`config.mk`:
```
export PLATFORM = sky130hd
export DESIGN_NAME = isl_core_ctrl
export DESIGN_NICKNAME = d
export VERILOG_FILES = /design/src/rtl/isl_pkg.sv /design/src/rtl/isl_byte_lane.sv /design/src/rtl/isl_core_ctrl.sv
export SDC_FILE = /design/constraint.sdc
export NUM_CORES = 1
export LEC_CHECK = 0
export BUFFER_PORTS_ARGS = -buffer_cell sky130_fd_sc_hd__buf_2
export CORE_AREA = 2 2 175 177
export DETAILED_ROUTE_END_ITERATION = 8
export DIE_AREA = 0 0 177 179
export SYNTH_ARGS = -nofsm -noshare
export SYNTH_HDL_FRONTEND = slang
export SYNTH_HIERARCHICAL = 1
export SYNTH_SLANG_ARGS = --single-unit
```
`constraint.sdc`:
```
create_clock -name clk_sys -period 1.6 [get_ports clk_sys]
set_clock_uncertainty 0.1 [all_clocks]
set_input_delay 0.32 -clock clk_sys [delete_from_list [all_inputs] [get_ports clk_sys]]
set_output_delay 0.32 -clock clk_sys [all_outputs]
set_load 0.01 [all_outputs]
```
`src/rtl/isl_pkg.sv`:
```
package isl_pkg;
  // Coprocessor selector for the bytecode extension registers
  localparam logic [3:0] ISL_CP_NUM = 4'he;
  localparam logic [2:0] ISL_OP1 = 3'h7;
  localparam logic [3:0] ISL_CRM = 4'h0;
  localparam logic [2:0] ISL_OP2 = 3'h0;
  // Register select on CRn
  localparam logic [3:0] ISL_CRN_IDENTITY = 4'h0;
  localparam logic [3:0] ISL_CRN_OS_CONTROL = 4'h1;
  localparam logic [3:0] ISL_CRN_MAIN_CONFIG = 4'h2;
  // Reset values, all three registers read as zero
  localparam logic [31:0] ISL_RST_IDENTITY = 32'h0000_0000;
  localparam logic [31:0] ISL_RST_OS_CONTROL = 32'h0000_0000;
  localparam logic [31:0] ISL_RST_MAIN_CONFIG = 32'h0000_0000;
  // Program status word field positions
  localparam int ISL_PSW_T_BIT = 5;
  localparam int ISL_PSW_J_BIT = 24;
  localparam logic [4:0] ISL_MODE_SUPERVISOR = 5'h13;
  localparam logic [4:0] ISL_MODE_USER = 5'h10;
  // Physical address width and fetch alignment
  localparam int ISL_PA_WIDTH = 40;
  localparam logic [1:0] ISL_ALIGN_WORD_MASK = 2'h3;
  localparam logic [1:0] ISL_ALIGN_HALF_MASK = 2'h1;

  typedef enum logic [1:0] {
    ISL_ISET_BASE,
    ISL_ISET_COMPACT,
    ISL_ISET_EXEC_ENV
  } isl_iset_t;
endpackage

```
`src/rtl/isl_byte_lane.sv`:
```
`timescale 1ns/1ps
// Reorders one 32-bit word for big- or little-endian byte order
module isl_byte_lane (
  // Word in and out
  input wire logic [31:0] word_in,
  input wire logic big_endian,
  output logic [31:0] word_out
);
  // Byte 0 sits at the lowest address; big-endian puts it in the top lane
  always_comb begin
    if (big_endian) begin
      word_out = {word_in[7:0], word_in[15:8], word_in[23:16], word_in[31:24]};
    end else begin
      word_out = word_in;
    end
  end
endmodule

```
`src/rtl/isl_core_ctrl.sv`:
```
`timescale 1ns/1ps
// How it works
// - Identity register is read-only at all levels and reads zero.
// - OS control register reads zero, ignores writes, privileged levels only.
// - OS control access from unprivileged level is refused as undefined.
// - Main configuration is write-only unprivileged, read-write when privileged.
// - Main configuration bits are all reserved: read zero, writes ignored.
// - Registers sit on coprocessor 14, opcode1 7, CRm 0, opcode2 0.
// - Branch-exchange-to-bytecode behaves as plain branch-exchange, no acceleration.
// - Status bits 00 base, 01 compact, 11 execution-environment variant.
// - The bytecode bit is never set while the compact bit is clear.
// - Base fetches word-aligned 32-bit; compact fetches halfword-aligned 16/32-bit.
// - Switching base and compact keeps mode and registers unchanged.
// - Reset enters supervisor mode, secure, with non-secure bit clear.
// - Write lock high makes protected writes undefined; reads still complete.
// - Lock change affects newly decoded instructions as soon as possible.
// - Bytes number upward from zero; data words big- or little-endian.
// - Instruction fetches are always little-endian.
// - Physical addresses are up to 40 bits wide.
module isl_core_ctrl
  import isl_pkg::*;
(
  // Clock and reset
  input wire logic clk_sys,
  input wire logic rst,
  // Per-core secure register write lock from SoC logic
  input wire logic secure_sysreg_write_lock,
  // Coprocessor access request, one-cycle valid
  input wire logic cp_valid,
  input wire logic cp_write,
  input wire logic [3:0] cp_num,
  input wire logic [2:0] cp_op1,
  input wire logic [3:0] cp_crn,
  input wire logic [3:0] cp_crm,
  input wire logic [2:0] cp_op2,
  input wire logic [31:0] cp_wdata,
  input wire logic cp_protected,
  // Coprocessor answer
  output logic cp_done,
  output logic cp_undef,
  output logic [31:0] cp_rdata,
  // Branch-exchange request, one-cycle valid
  input wire logic br_valid,
  input wire logic br_to_bytecode,
  input wire logic [31:0] br_target,
  // Instruction-set state change from other sources
  input wire logic iset_load,
  input wire logic iset_t_in,
  input wire logic iset_j_in,
  // Mode and security state loads
  input wire logic mode_load,
  input wire logic [4:0] mode_in,
  input wire logic ns_load,
  input wire logic ns_in,
  // Fetch and data path
  input wire logic [31:0] fetch_addr,
  input wire logic [31:0] fetch_raw,
  input wire logic [31:0] data_raw,
  input wire logic data_big_endian,
  input wire logic [ISL_PA_WIDTH-1:0] phys_addr_in,
  // State outputs
  output logic [31:0] program_status_word,
  output logic nonsecure_state_bit,
  output isl_iset_t iset,
  output logic fetch_misaligned,
  output logic [1:0] fetch_size_min,
  output logic [31:0] fetch_word,
  output logic [31:0] data_word,
  output logic [ISL_PA_WIDTH-1:0] phys_addr,
  output logic [31:0] branch_pc
);

  // Lock stage
  logic lock_q;
  logic next_lock_q;
  // Coprocessor answer stage
  logic next_cp_done;
  logic next_cp_undef;
  logic [31:0] next_cp_rdata;
  // Status word, security state and branch target
  logic [31:0] next_psw;
  logic next_ns;
  logic [31:0] next_branch_pc;
  // Fetch and data path stage
  logic [31:0] next_fetch_word;
  logic [31:0] next_data_word;
  logic [ISL_PA_WIDTH-1:0] next_phys_addr;
  logic next_misaligned;
  // Decode helpers, all combinational
  logic [31:0] data_swapped;
  logic privileged;
  logic sel_bytecode;
  logic tj_t;
  logic tj_j;
  logic t_new;
  logic j_new;

  // Data word byte reordering; fetches bypass it
  // Only data accesses honour the endian select input
  // Instruction words keep the lane order they arrived in
  // A swap on the fetch path would corrupt every decode
  isl_byte_lane u_data_lane (
    .word_in(data_raw),
    .big_endian(data_big_endian),
    .word_out(data_swapped)
  );

  // Privilege follows the mode field of the status word
  // Every mode other than user counts as level one or higher
  // Mode loads take one cycle, so a request in the same cycle
  // as a mode load is still judged on the old mode
  assign privileged = (program_status_word[4:0] != ISL_MODE_USER);
  assign tj_t = program_status_word[ISL_PSW_T_BIT];
  assign tj_j = program_status_word[ISL_PSW_J_BIT];

  // Coprocessor 14 group select for the bytecode registers
  // CRn is decoded later, inside the group
  // Accesses outside the group answer with zero read data
  assign sel_bytecode = (cp_num == ISL_CP_NUM) && (cp_op1 == ISL_OP1) &&
                        (cp_crm == ISL_CRM) && (cp_op2 == ISL_OP2);

  // Lock sampled once so a decode sees a stable level
  // The pin may move at any time relative to a request
  // Costs one cycle of latency, which software covers with a barrier
  // A change is seen by requests taken from the second edge after the pin moves
  always_comb begin
    next_lock_q = secure_sysreg_write_lock;
  end

  // Decode of register accesses; answer one cycle after the request
  // Lock check comes first so no protected write slips past it
  // Reads are never refused by the lock
  // All bytecode registers are stubs: write data is dropped
  // and every completed read returns zero
  always_comb begin
    next_cp_done = 1'b0;
    next_cp_undef = 1'b0;
    next_cp_rdata = 32'h0000_0000;
    if (cp_valid) begin
      next_cp_done = 1'b1;
      if (cp_write && cp_protected && lock_q) begin
        // Registered lock applies to the very next decoded write
        next_cp_undef = 1'b1;
      end else if (sel_bytecode) begin
        unique case (cp_crn)
          ISL_CRN_IDENTITY: begin
            if (cp_write) begin
              next_cp_undef = 1'b1;
            end else begin
              next_cp_rdata = ISL_RST_IDENTITY;
            end
          end
          ISL_CRN_OS_CONTROL: begin
            if (!privileged) begin
              next_cp_undef = 1'b1;
            end else begin
              next_cp_rdata = ISL_RST_OS_CONTROL;
            end
          end
          ISL_CRN_MAIN_CONFIG: begin
            if (!privileged && !cp_write) begin
              next_cp_undef = 1'b1;
            end else begin
              next_cp_rdata = ISL_RST_MAIN_CONFIG;
            end
          end
          default: begin
            next_cp_undef = 1'b1;
          end
        endcase
      end else if (!cp_write) begin
        // Reads outside the group complete normally, returning zero here
        next_cp_rdata = 32'h0000_0000;
      end
    end
  end

  // Status word, branch and security state next values
  // Branch has priority over a direct state load
  // The bytecode variant of branch-exchange is not told apart
  // Only the two state bits move on a state change
  always_comb begin
    next_psw = program_status_word;
    next_ns = nonsecure_state_bit;
    next_branch_pc = branch_pc;
    t_new = tj_t;
    j_new = tj_j;
    if (br_valid) begin
      // Bytecode variant takes exactly the plain path
      next_branch_pc = {br_target[31:1], 1'b0};
      t_new = br_target[0];
      j_new = 1'b0;
    end else if (iset_load) begin
      t_new = iset_t_in;
      j_new = iset_j_in;
    end
    // Bytecode state unsupported: J without T is never entered
    if (j_new && !t_new) begin
      j_new = 1'b0;
    end
    // Only T and J change; mode field and registers untouched
    next_psw[ISL_PSW_T_BIT] = t_new;
    next_psw[ISL_PSW_J_BIT] = j_new;
    if (mode_load) begin
      next_psw[4:0] = mode_in;
    end
    if (ns_load) begin
      next_ns = ns_in;
    end
  end

  // Fetch checks and data path registers
  // Alignment is judged against the registered state
  // A fetch in the cycle of a state change uses the old rules
  // Addresses pass through; the translation itself lives elsewhere
  always_comb begin
    next_misaligned = 1'b0;
    unique case (iset)
      ISL_ISET_BASE: begin
        next_misaligned = |(fetch_addr[1:0] & ISL_ALIGN_WORD_MASK);
      end
      ISL_ISET_COMPACT, ISL_ISET_EXEC_ENV: begin
        next_misaligned = |(fetch_addr[1:0] & ISL_ALIGN_HALF_MASK);
      end
    endcase
    next_fetch_word = fetch_raw;
    next_data_word = data_swapped;
    next_phys_addr = phys_addr_in;
  end

  // Instruction-set state decode from J and T
  // J set with T clear can never be loaded
  // so the default arm only covers the base code
  always_comb begin
    unique case ({tj_j, tj_t})
      2'b01: iset = ISL_ISET_COMPACT;
      2'b11: iset = ISL_ISET_EXEC_ENV;
      default: iset = ISL_ISET_BASE; // J-only never reached
    endcase
    fetch_size_min = (iset == ISL_ISET_BASE) ? 2'h2 : 2'h1;
  end

  // Lock register; clears in reset so the first decode is never locked
  always_ff @(posedge clk_sys) begin
    if (rst) begin
      lock_q <= 1'b0;
    end else begin
      lock_q <= next_lock_q;
    end
  end

  // Coprocessor answer registers; the answer stands for one cycle only
  always_ff @(posedge clk_sys) begin
    if (rst) begin
      cp_done <= 1'b0;
      cp_undef <= 1'b0;
      cp_rdata <= 32'h0000_0000;
    end else begin
      cp_done <= next_cp_done;
      cp_undef <= next_cp_undef;
      cp_rdata <= next_cp_rdata;
    end
  end

  // Status word and security state; reset boots secure supervisor
  always_ff @(posedge clk_sys) begin
    if (rst) begin
      program_status_word <= {27'h0, ISL_MODE_SUPERVISOR};
      nonsecure_state_bit <= 1'b0;
      branch_pc <= 32'h0000_0000;
    end else begin
      program_status_word <= next_psw;
      nonsecure_state_bit <= next_ns;
      branch_pc <= next_branch_pc;
    end
  end

  // Fetch and data path registers; one cycle of latency, no buffering
  always_ff @(posedge clk_sys) begin
    if (rst) begin
      fetch_word <= 32'h0000_0000;
      data_word <= 32'h0000_0000;
      phys_addr <= '0;
      fetch_misaligned <= 1'b0;
    end else begin
      fetch_word <= next_fetch_word;
      data_word <= next_data_word;
      phys_addr <= next_phys_addr;
      fetch_misaligned <= next_misaligned;
    end
  end

endmodule

```
==> flow_summary.ini, run 1 <==
[layout]
final_util_pct = 28.04
multiInputGateArea_um2 = 2072
area_growth_pct = 56.74
drive_above_1_share_pct = 47.35
nets = 1094
final_cell_mix = buf_2 (322), dfxtp_1 (144), nor2b_1 (110)
seq_area_um2 = 2949
nFillCells = 3156
diodes = 0
layout_commonest_cell = buf_2
finish.instance_area_um2 = 8419

[clock_network]
clk_latency_ns = 0.42
clock_sinks = 147
numCtsBuffers = 17
cts_tree = done
h-tree-depth = 4
clkTransAtPathRegs_ns = 0.07
cts-root-buf = clkbuf_16
clock_path_buffers = 2

[critical_path]
path_class = reg2out
critPathSlowestCell = dfxtp_2
path_max_fanout = 3
worstSetupEndpointType = primary output
cp.required_ns = 1.18
startpoint_type = flop
cp.arrival_ns = 1.19
worstPathCellList = nand2b_4, ha_4, buf_2
crit_buf_inv = 1
cp_slowest_stage_delay_ns = 0.34
crit_family = flip-flops

[timing]
fin_ws_ns = -0.007073
setup_viol = 2
finalHoldViolations = 0
maxSlewViolCount = 0
final.setup.tns_ns = -0.01282
fin_crit_ns = 1.607
fin_crit_sh_pct = 100.4
tightestPinTransition_ns = 0.4791
relSlewSlack_pct = 67.23
fmax_mhz = 622.2
rsz0062_at_grt = yes

[synth]
seq_area_frac_synth_pct = 54.79
postSynthAreaPerCell_um2 = 11.40
syn_area_um2 = 5371
syn_inst = 471
ys_types = 27
synth_seq_cells = 147
yosys_warnings = 6

[floorplan]
die_h_um = 179
io_pins = 446
core_um2 = 30030
dieArea_um2 = 31680
start_util_pct = 17.89
rows = 64
die_w_um = 177

[detailed_routing]
routed_wl_mm = 15.63
drc_errors = 0
ant_nets = 0
num_vias = 4318
dr.pass1.iters = 4
drtIter0Drc = 83
avgRoutedWirePerCell_um = 12.37
vias_per_cell = 3.416

[outcome]
violations = setup timing
run_status = finished, violations left

[global_routing]
grt.overflow.total = 0
grt_pass1_wl_mm = 21.70
antenna_found_initial = 1
gr-usage-all-layers_pct = 9.233
grt_max_degree = 64
grt_pass1_vias = 4115

[job]
cap_violations = 0

[placement]
portBuffers = 324
post_dp_cell_area_um2 = 7254
place_congestion = 0.6877
place_hpwl_mm = 11.68

[power]
finalPower_mw = 9.106
p_leak_nw = 4.250
powerDensity_nw_per_um2 = 1082
peakVddDrop_mv = 0.5316

[min_path]
min_path_type = in2reg
## sequential cells by signal, indices dropped and copies added (netlist names)
signal and flops:
fetch_word 32, nonsecure_state_bit 1, branch_pc 31, cp_done 1, phys_addr 40, lock_q 1
program_status_word 7, cp_undef 1, fetch_misaligned 1, data_word 32
## path summary, 6_finish.rpt
| check | to | slack, ns | cells after the start | from |
|---|---|---|---|---|
| min reg2reg | branch_pc[4] | 0.39 | 2 | branch_pc[4] |
| max reg2reg | cp_undef | 0.08 | 5 | program_status_word[0] |
| max | fetch_size_min[1] | -0.007 | 3 | program_status_word[24] |
| min | fetch_word[24] | 0.02 | 2 | fetch_raw[24] |
## per-stage QoR
step | hold WS (ns) | setup WS, ns | std cells
after detailed placement | 0.3742 | -0.2114 | 1178
after floorplan | 0.3143 | 0.2755 | 528
after CTS | 0.0002380 | -0.03570 | 1264
final | 0.02332 | -0.007073 | 1264
after global placement | 0.3680 | -0.1619 | 1178
after global routing | 0.004782 | -0.06851 | 1264
## cell families after synthesis
kind of cell             Yosys count  synth area share (%)
multiplexers                      68                 15.51
buffers and inverters             87                 11.41
AND/OR/NAND/NOR                  158                 16.63
AO/OA/AOI/OAI                      9                 1.351
other                              1               0.06981
adder cells (fa/ha/maj)            1                0.2329
flip-flops                       147                 54.79
## cell usage after synthesis
| cell type | count | area share [%] |
|---|---|---|
| a2111oi_0 | 1 | 0.16 |
| a2111oi_1 | 1 | 0.19 |
| a211o_1 | 3 | 0.49 |
| a21oi_1 | 2 | 0.19 |
| a41o_1 | 1 | 0.19 |
| buf_1 | 1 | 0.070 |
| buf_12 | 3 | 1.1 |
| buf_2 | 10 | 0.93 |
| buf_4 | 58 | 8.1 |
| buf_6 | 1 | 0.21 |
| clkbuf_1 | 10 | 0.70 |
| conb_1 | 1 | 0.070 |
| dfxtp_1 | 147 | 55 |
| ha_1 | 1 | 0.23 |
| inv_1 | 4 | 0.28 |
| mux2_2 | 2 | 0.42 |
| mux2_4 | 30 | 8.4 |
| mux2i_1 | 36 | 6.7 |
| nand2_1 | 2 | 0.14 |
| nand2b_1 | 1 | 0.12 |
| nand4_1 | 2 | 0.23 |
| nor2_1 | 39 | 2.7 |
| nor2b_1 | 110 | 13 |
| nor3b_1 | 1 | 0.14 |
| nor4_1 | 2 | 0.23 |
| nor4_2 | 1 | 0.23 |
| o211ai_1 | 1 | 0.14 |
## repair_timing
item	CTS	global route
pin swaps	1	0
setup buffers	1	0
endpoints found under the hold margin	52	0
endpoints found under the setup margin	3	3
gates resized for setup	12	1
hold buffers	53	0
## cell type report
class / instances / area share (%)
clock inverters: 14 / 1.694
well taps: 396 / 5.885
clock buffers: 18 / 5.097
inverters: 4 / 0.1783
repair buffers: 391 / 27.51
flip-flops and latches: 147 / 35.03
multi-input cells: 294 / 24.61
## per-layer routing
layer  wire length (um)  share of wire [%]  vias to the layer above  global-route usage, %
met5                 16               0.10                        -                      0
met4                193                1.2                        2                  3.444
met3               1377                8.8                        9                  3.902
met2               7625                 49                      192                  15.09
met1               6418                 41                     1958                  10.73
li1                   -                  -                     2157                      -
## worst reg2reg max path, cell delays in order, from the launching register on
cell and delay (ns):
dfxtp_2 0.34, nor4_4 0.30, buf_4 0.16, o211ai_1 0.10, a2111oi_2 0.33, a41o_1 0.14
## power breakdown
group          total, mW  switching, mW  leakage [nW]  internal, mW
Sequential          3.95         0.0742          1.22          3.87
Combinational       1.21          0.561          2.75         0.645
Clock               3.95           1.76         0.276          2.19
Note: power is estimated with default switching activity, not from simulation.
==> run 2, diff against run 1 <==
--- a/config.mk
+++ b/config.mk
@@ -6,9 +6,9 @@
 export NUM_CORES = 1
 export LEC_CHECK = 0
 export BUFFER_PORTS_ARGS = -buffer_cell sky130_fd_sc_hd__buf_2
-export CORE_AREA = 2 2 175 177
+export CORE_AREA = 4 4 172 174
 export DETAILED_ROUTE_END_ITERATION = 8
-export DIE_AREA = 0 0 177 179
+export DIE_AREA = 0 0 176 178
 export SYNTH_ARGS = -nofsm -noshare
 export SYNTH_HDL_FRONTEND = slang
 export SYNTH_HIERARCHICAL = 1
==> run 2 against run 1 <==
The run still ends with setup timing left. Flip-flop and latch count unchanged. First-iteration DRC count fell by 3.6%. Sequential share of layout area up 0.77 points. Final area fell by 2.2%. Largest power group unchanged. Register-to-register slack better by 0.05 ns. Global-route usage grew 0.51 points. Combinational power about the same. Final cell count fell by 2.7%. Critical path type unchanged. Clock-buffer cell count unchanged. Via count shrank 0.30%. Non-clock buffer count down 17. Maximum frequency is 1.1% lower. Highest routed layer is now met4.
==> flow_summary.ini, run 2 (synthesis results as in run 1) <==
[layout]
largest_reg_flops = 40
multiInputGateArea_um2 = 2057
layout_commonest_cell = buf_2
drive_above_1_share_pct = 47.24
nets = 1077
nFillCells = 2965
finish.instance_area_um2 = 8235
reg_top3 = phys_addr (40), data_word (32), fetch_word (32)
area_growth_pct = 53.32
seq_area_um2 = 2948
final_cell_mix = buf_2 (322), dfxtp_1 (145), nor2b_1 (110)
top_register = phys_addr

[clock_network]
numCtsBuffers = 17
clkTransAtPathRegs_ns = 0.07
clk_latency_ns = 0.41
clock_path_buffers = 2
cts-root-buf = clkbuf_16
h-tree-depth = 4
cts_tree = done
clock_sinks = 147

[power]
combPwrFrac_pct = 13.1
clkPwrFrac_pct = 43.3
power.switching_mw = 2.337
cellInternalPower_mw = 6.683
peakVddDrop_mv = 0.6236
powerDensity_nw_per_um2 = 1095
p_leak_nw = 4.168
switching_share_pct = 25.91
seqPwrFrac_pct = 43.7
finalPower_mw = 9.019

[job]
cap_violations = 0

[timing]
fin_crit_sh_pct = 101.5
fin_ws_ns = -0.02422
rsz0062_at_grt = yes
fin_crit_ns = 1.624
relSlewSlack_pct = 58.50
setup_viol = 2
maxSlewViolCount = 0
fmax_mhz = 615.7
tightestPinTransition_ns = 0.6069
final.setup.tns_ns = -0.03720
holdWs_ns = 0.02410
finalHoldViolations = 0

[global_routing]
grt_pass1_vias = 4414
grt_max_degree = 110
grt.overflow.total = 0
gr-usage-all-layers_pct = 9.741
antenna_found_initial = 1
grt_pass1_wl_mm = 23.51

[critical_path]
startpoint_type = flop
crit_family = flip-flops
cp_slowest_stage_delay_ns = 0.33
worstPathCellList = nand2b_4, ha_4, inv_2, buf_6
cp.arrival_ns = 1.20
path_class = reg2out
worstSetupEndpointType = primary output
critPathSlowestCell = dfxtp_2
path_max_fanout = 3
cp.required_ns = 1.18
crit_buf_inv = 2

[detailed_routing]
num_vias = 4305
avgRoutedWirePerCell_um = 13.39
ant_nets = 0
drc_errors = 0
routed_wl_mm = 16.47
dr.pass1.iters = 4
vias_per_cell = 3.500
drtIter0Drc = 80

[floorplan]
io_pins = 446
rows = 61
die_w_um = 176
die_h_um = 178
start_util_pct = 19.33
core_um2 = 27780
dieArea_um2 = 31330

[outcome]
violations = setup timing
run_status = finished, violations left

[placement]
post_dp_cell_area_um2 = 7172
place_congestion = 0.8180
place_hpwl_mm = 12.55
portBuffers = 324

[min_path]
min_path_type = in2reg
-- run 2: path summary, 6_finish.rpt --
kind / start / endpoint / slack, ns / cells past startpoint
worst max-delay path: program_status_word[24] / fetch_size_min[0] / -0.02 / 4
worst min-delay path: fetch_raw[4] / fetch_word[4] / 0.02 / 2
worst max register to register: program_status_word[0] / cp_undef / 0.13 / 5
worst min register to register: branch_pc[2] / branch_pc[2] / 0.39 / 2
-- run 2: routing by layer --
metal | part of all wire [%] | global-route usage [%]
met5 | 0 | 0
met4 | 1.9 | 3.801
met2 | 51 | 17.14
met1 | 38 | 10.79
met3 | 9.5 | 3.455
-- run 2: power groups by stage --
stage	clock network, mW	registers [mW]	logic, mW
floorplan	0	4.13	0.566
global placement	0	4.02	1.08
detailed placement	0	4.02	1.10
CTS	4.10	3.94	1.19
global route	4.25	3.96	1.29
finish	3.90	3.94	1.18
-- run 2: through the flow --
step	util (%)	cells	setup WS [ns]
floorplan	-	528	0.2755
detailed placement	25.82	1152	0.007006
CTS	29.62	1229	-0.04299
finish	29.64	1230	-0.02422
global placement	25.82	1152	-0.02636
global route	29.63	1229	-0.08244
-- run 2: worst register-to-register path: cells and delay by family (launching register included) --
family / cells / cell delay (ns)
compound gates: 3 / 0.57
buf+inv: 1 / 0.16
flops: 1 / 0.32
simple gates: 1 / 0.28
-- run 2: timing repair --
action	CTS	global route
hold endpoints to repair	43	0
setup endpoints to repair	2	4
buffers inserted	2	0
pin swaps	1	0
hold buffers	43	0
gates resized for setup	9	1
-- run 2: final cells by class --
| class | instances | area share, % |
|---|---|---|
| timing repair buffer | 374 | 26.27 |
| inverter | 4 | 0.1823 |
| tap | 378 | 5.743 |
| clock inverter | 14 | 1.793 |
| multi-input combinational | 294 | 24.98 |
| antenna | 1 | 0.03039 |
| clock buffer | 18 | 5.211 |
| sequential | 147 | 35.79 |
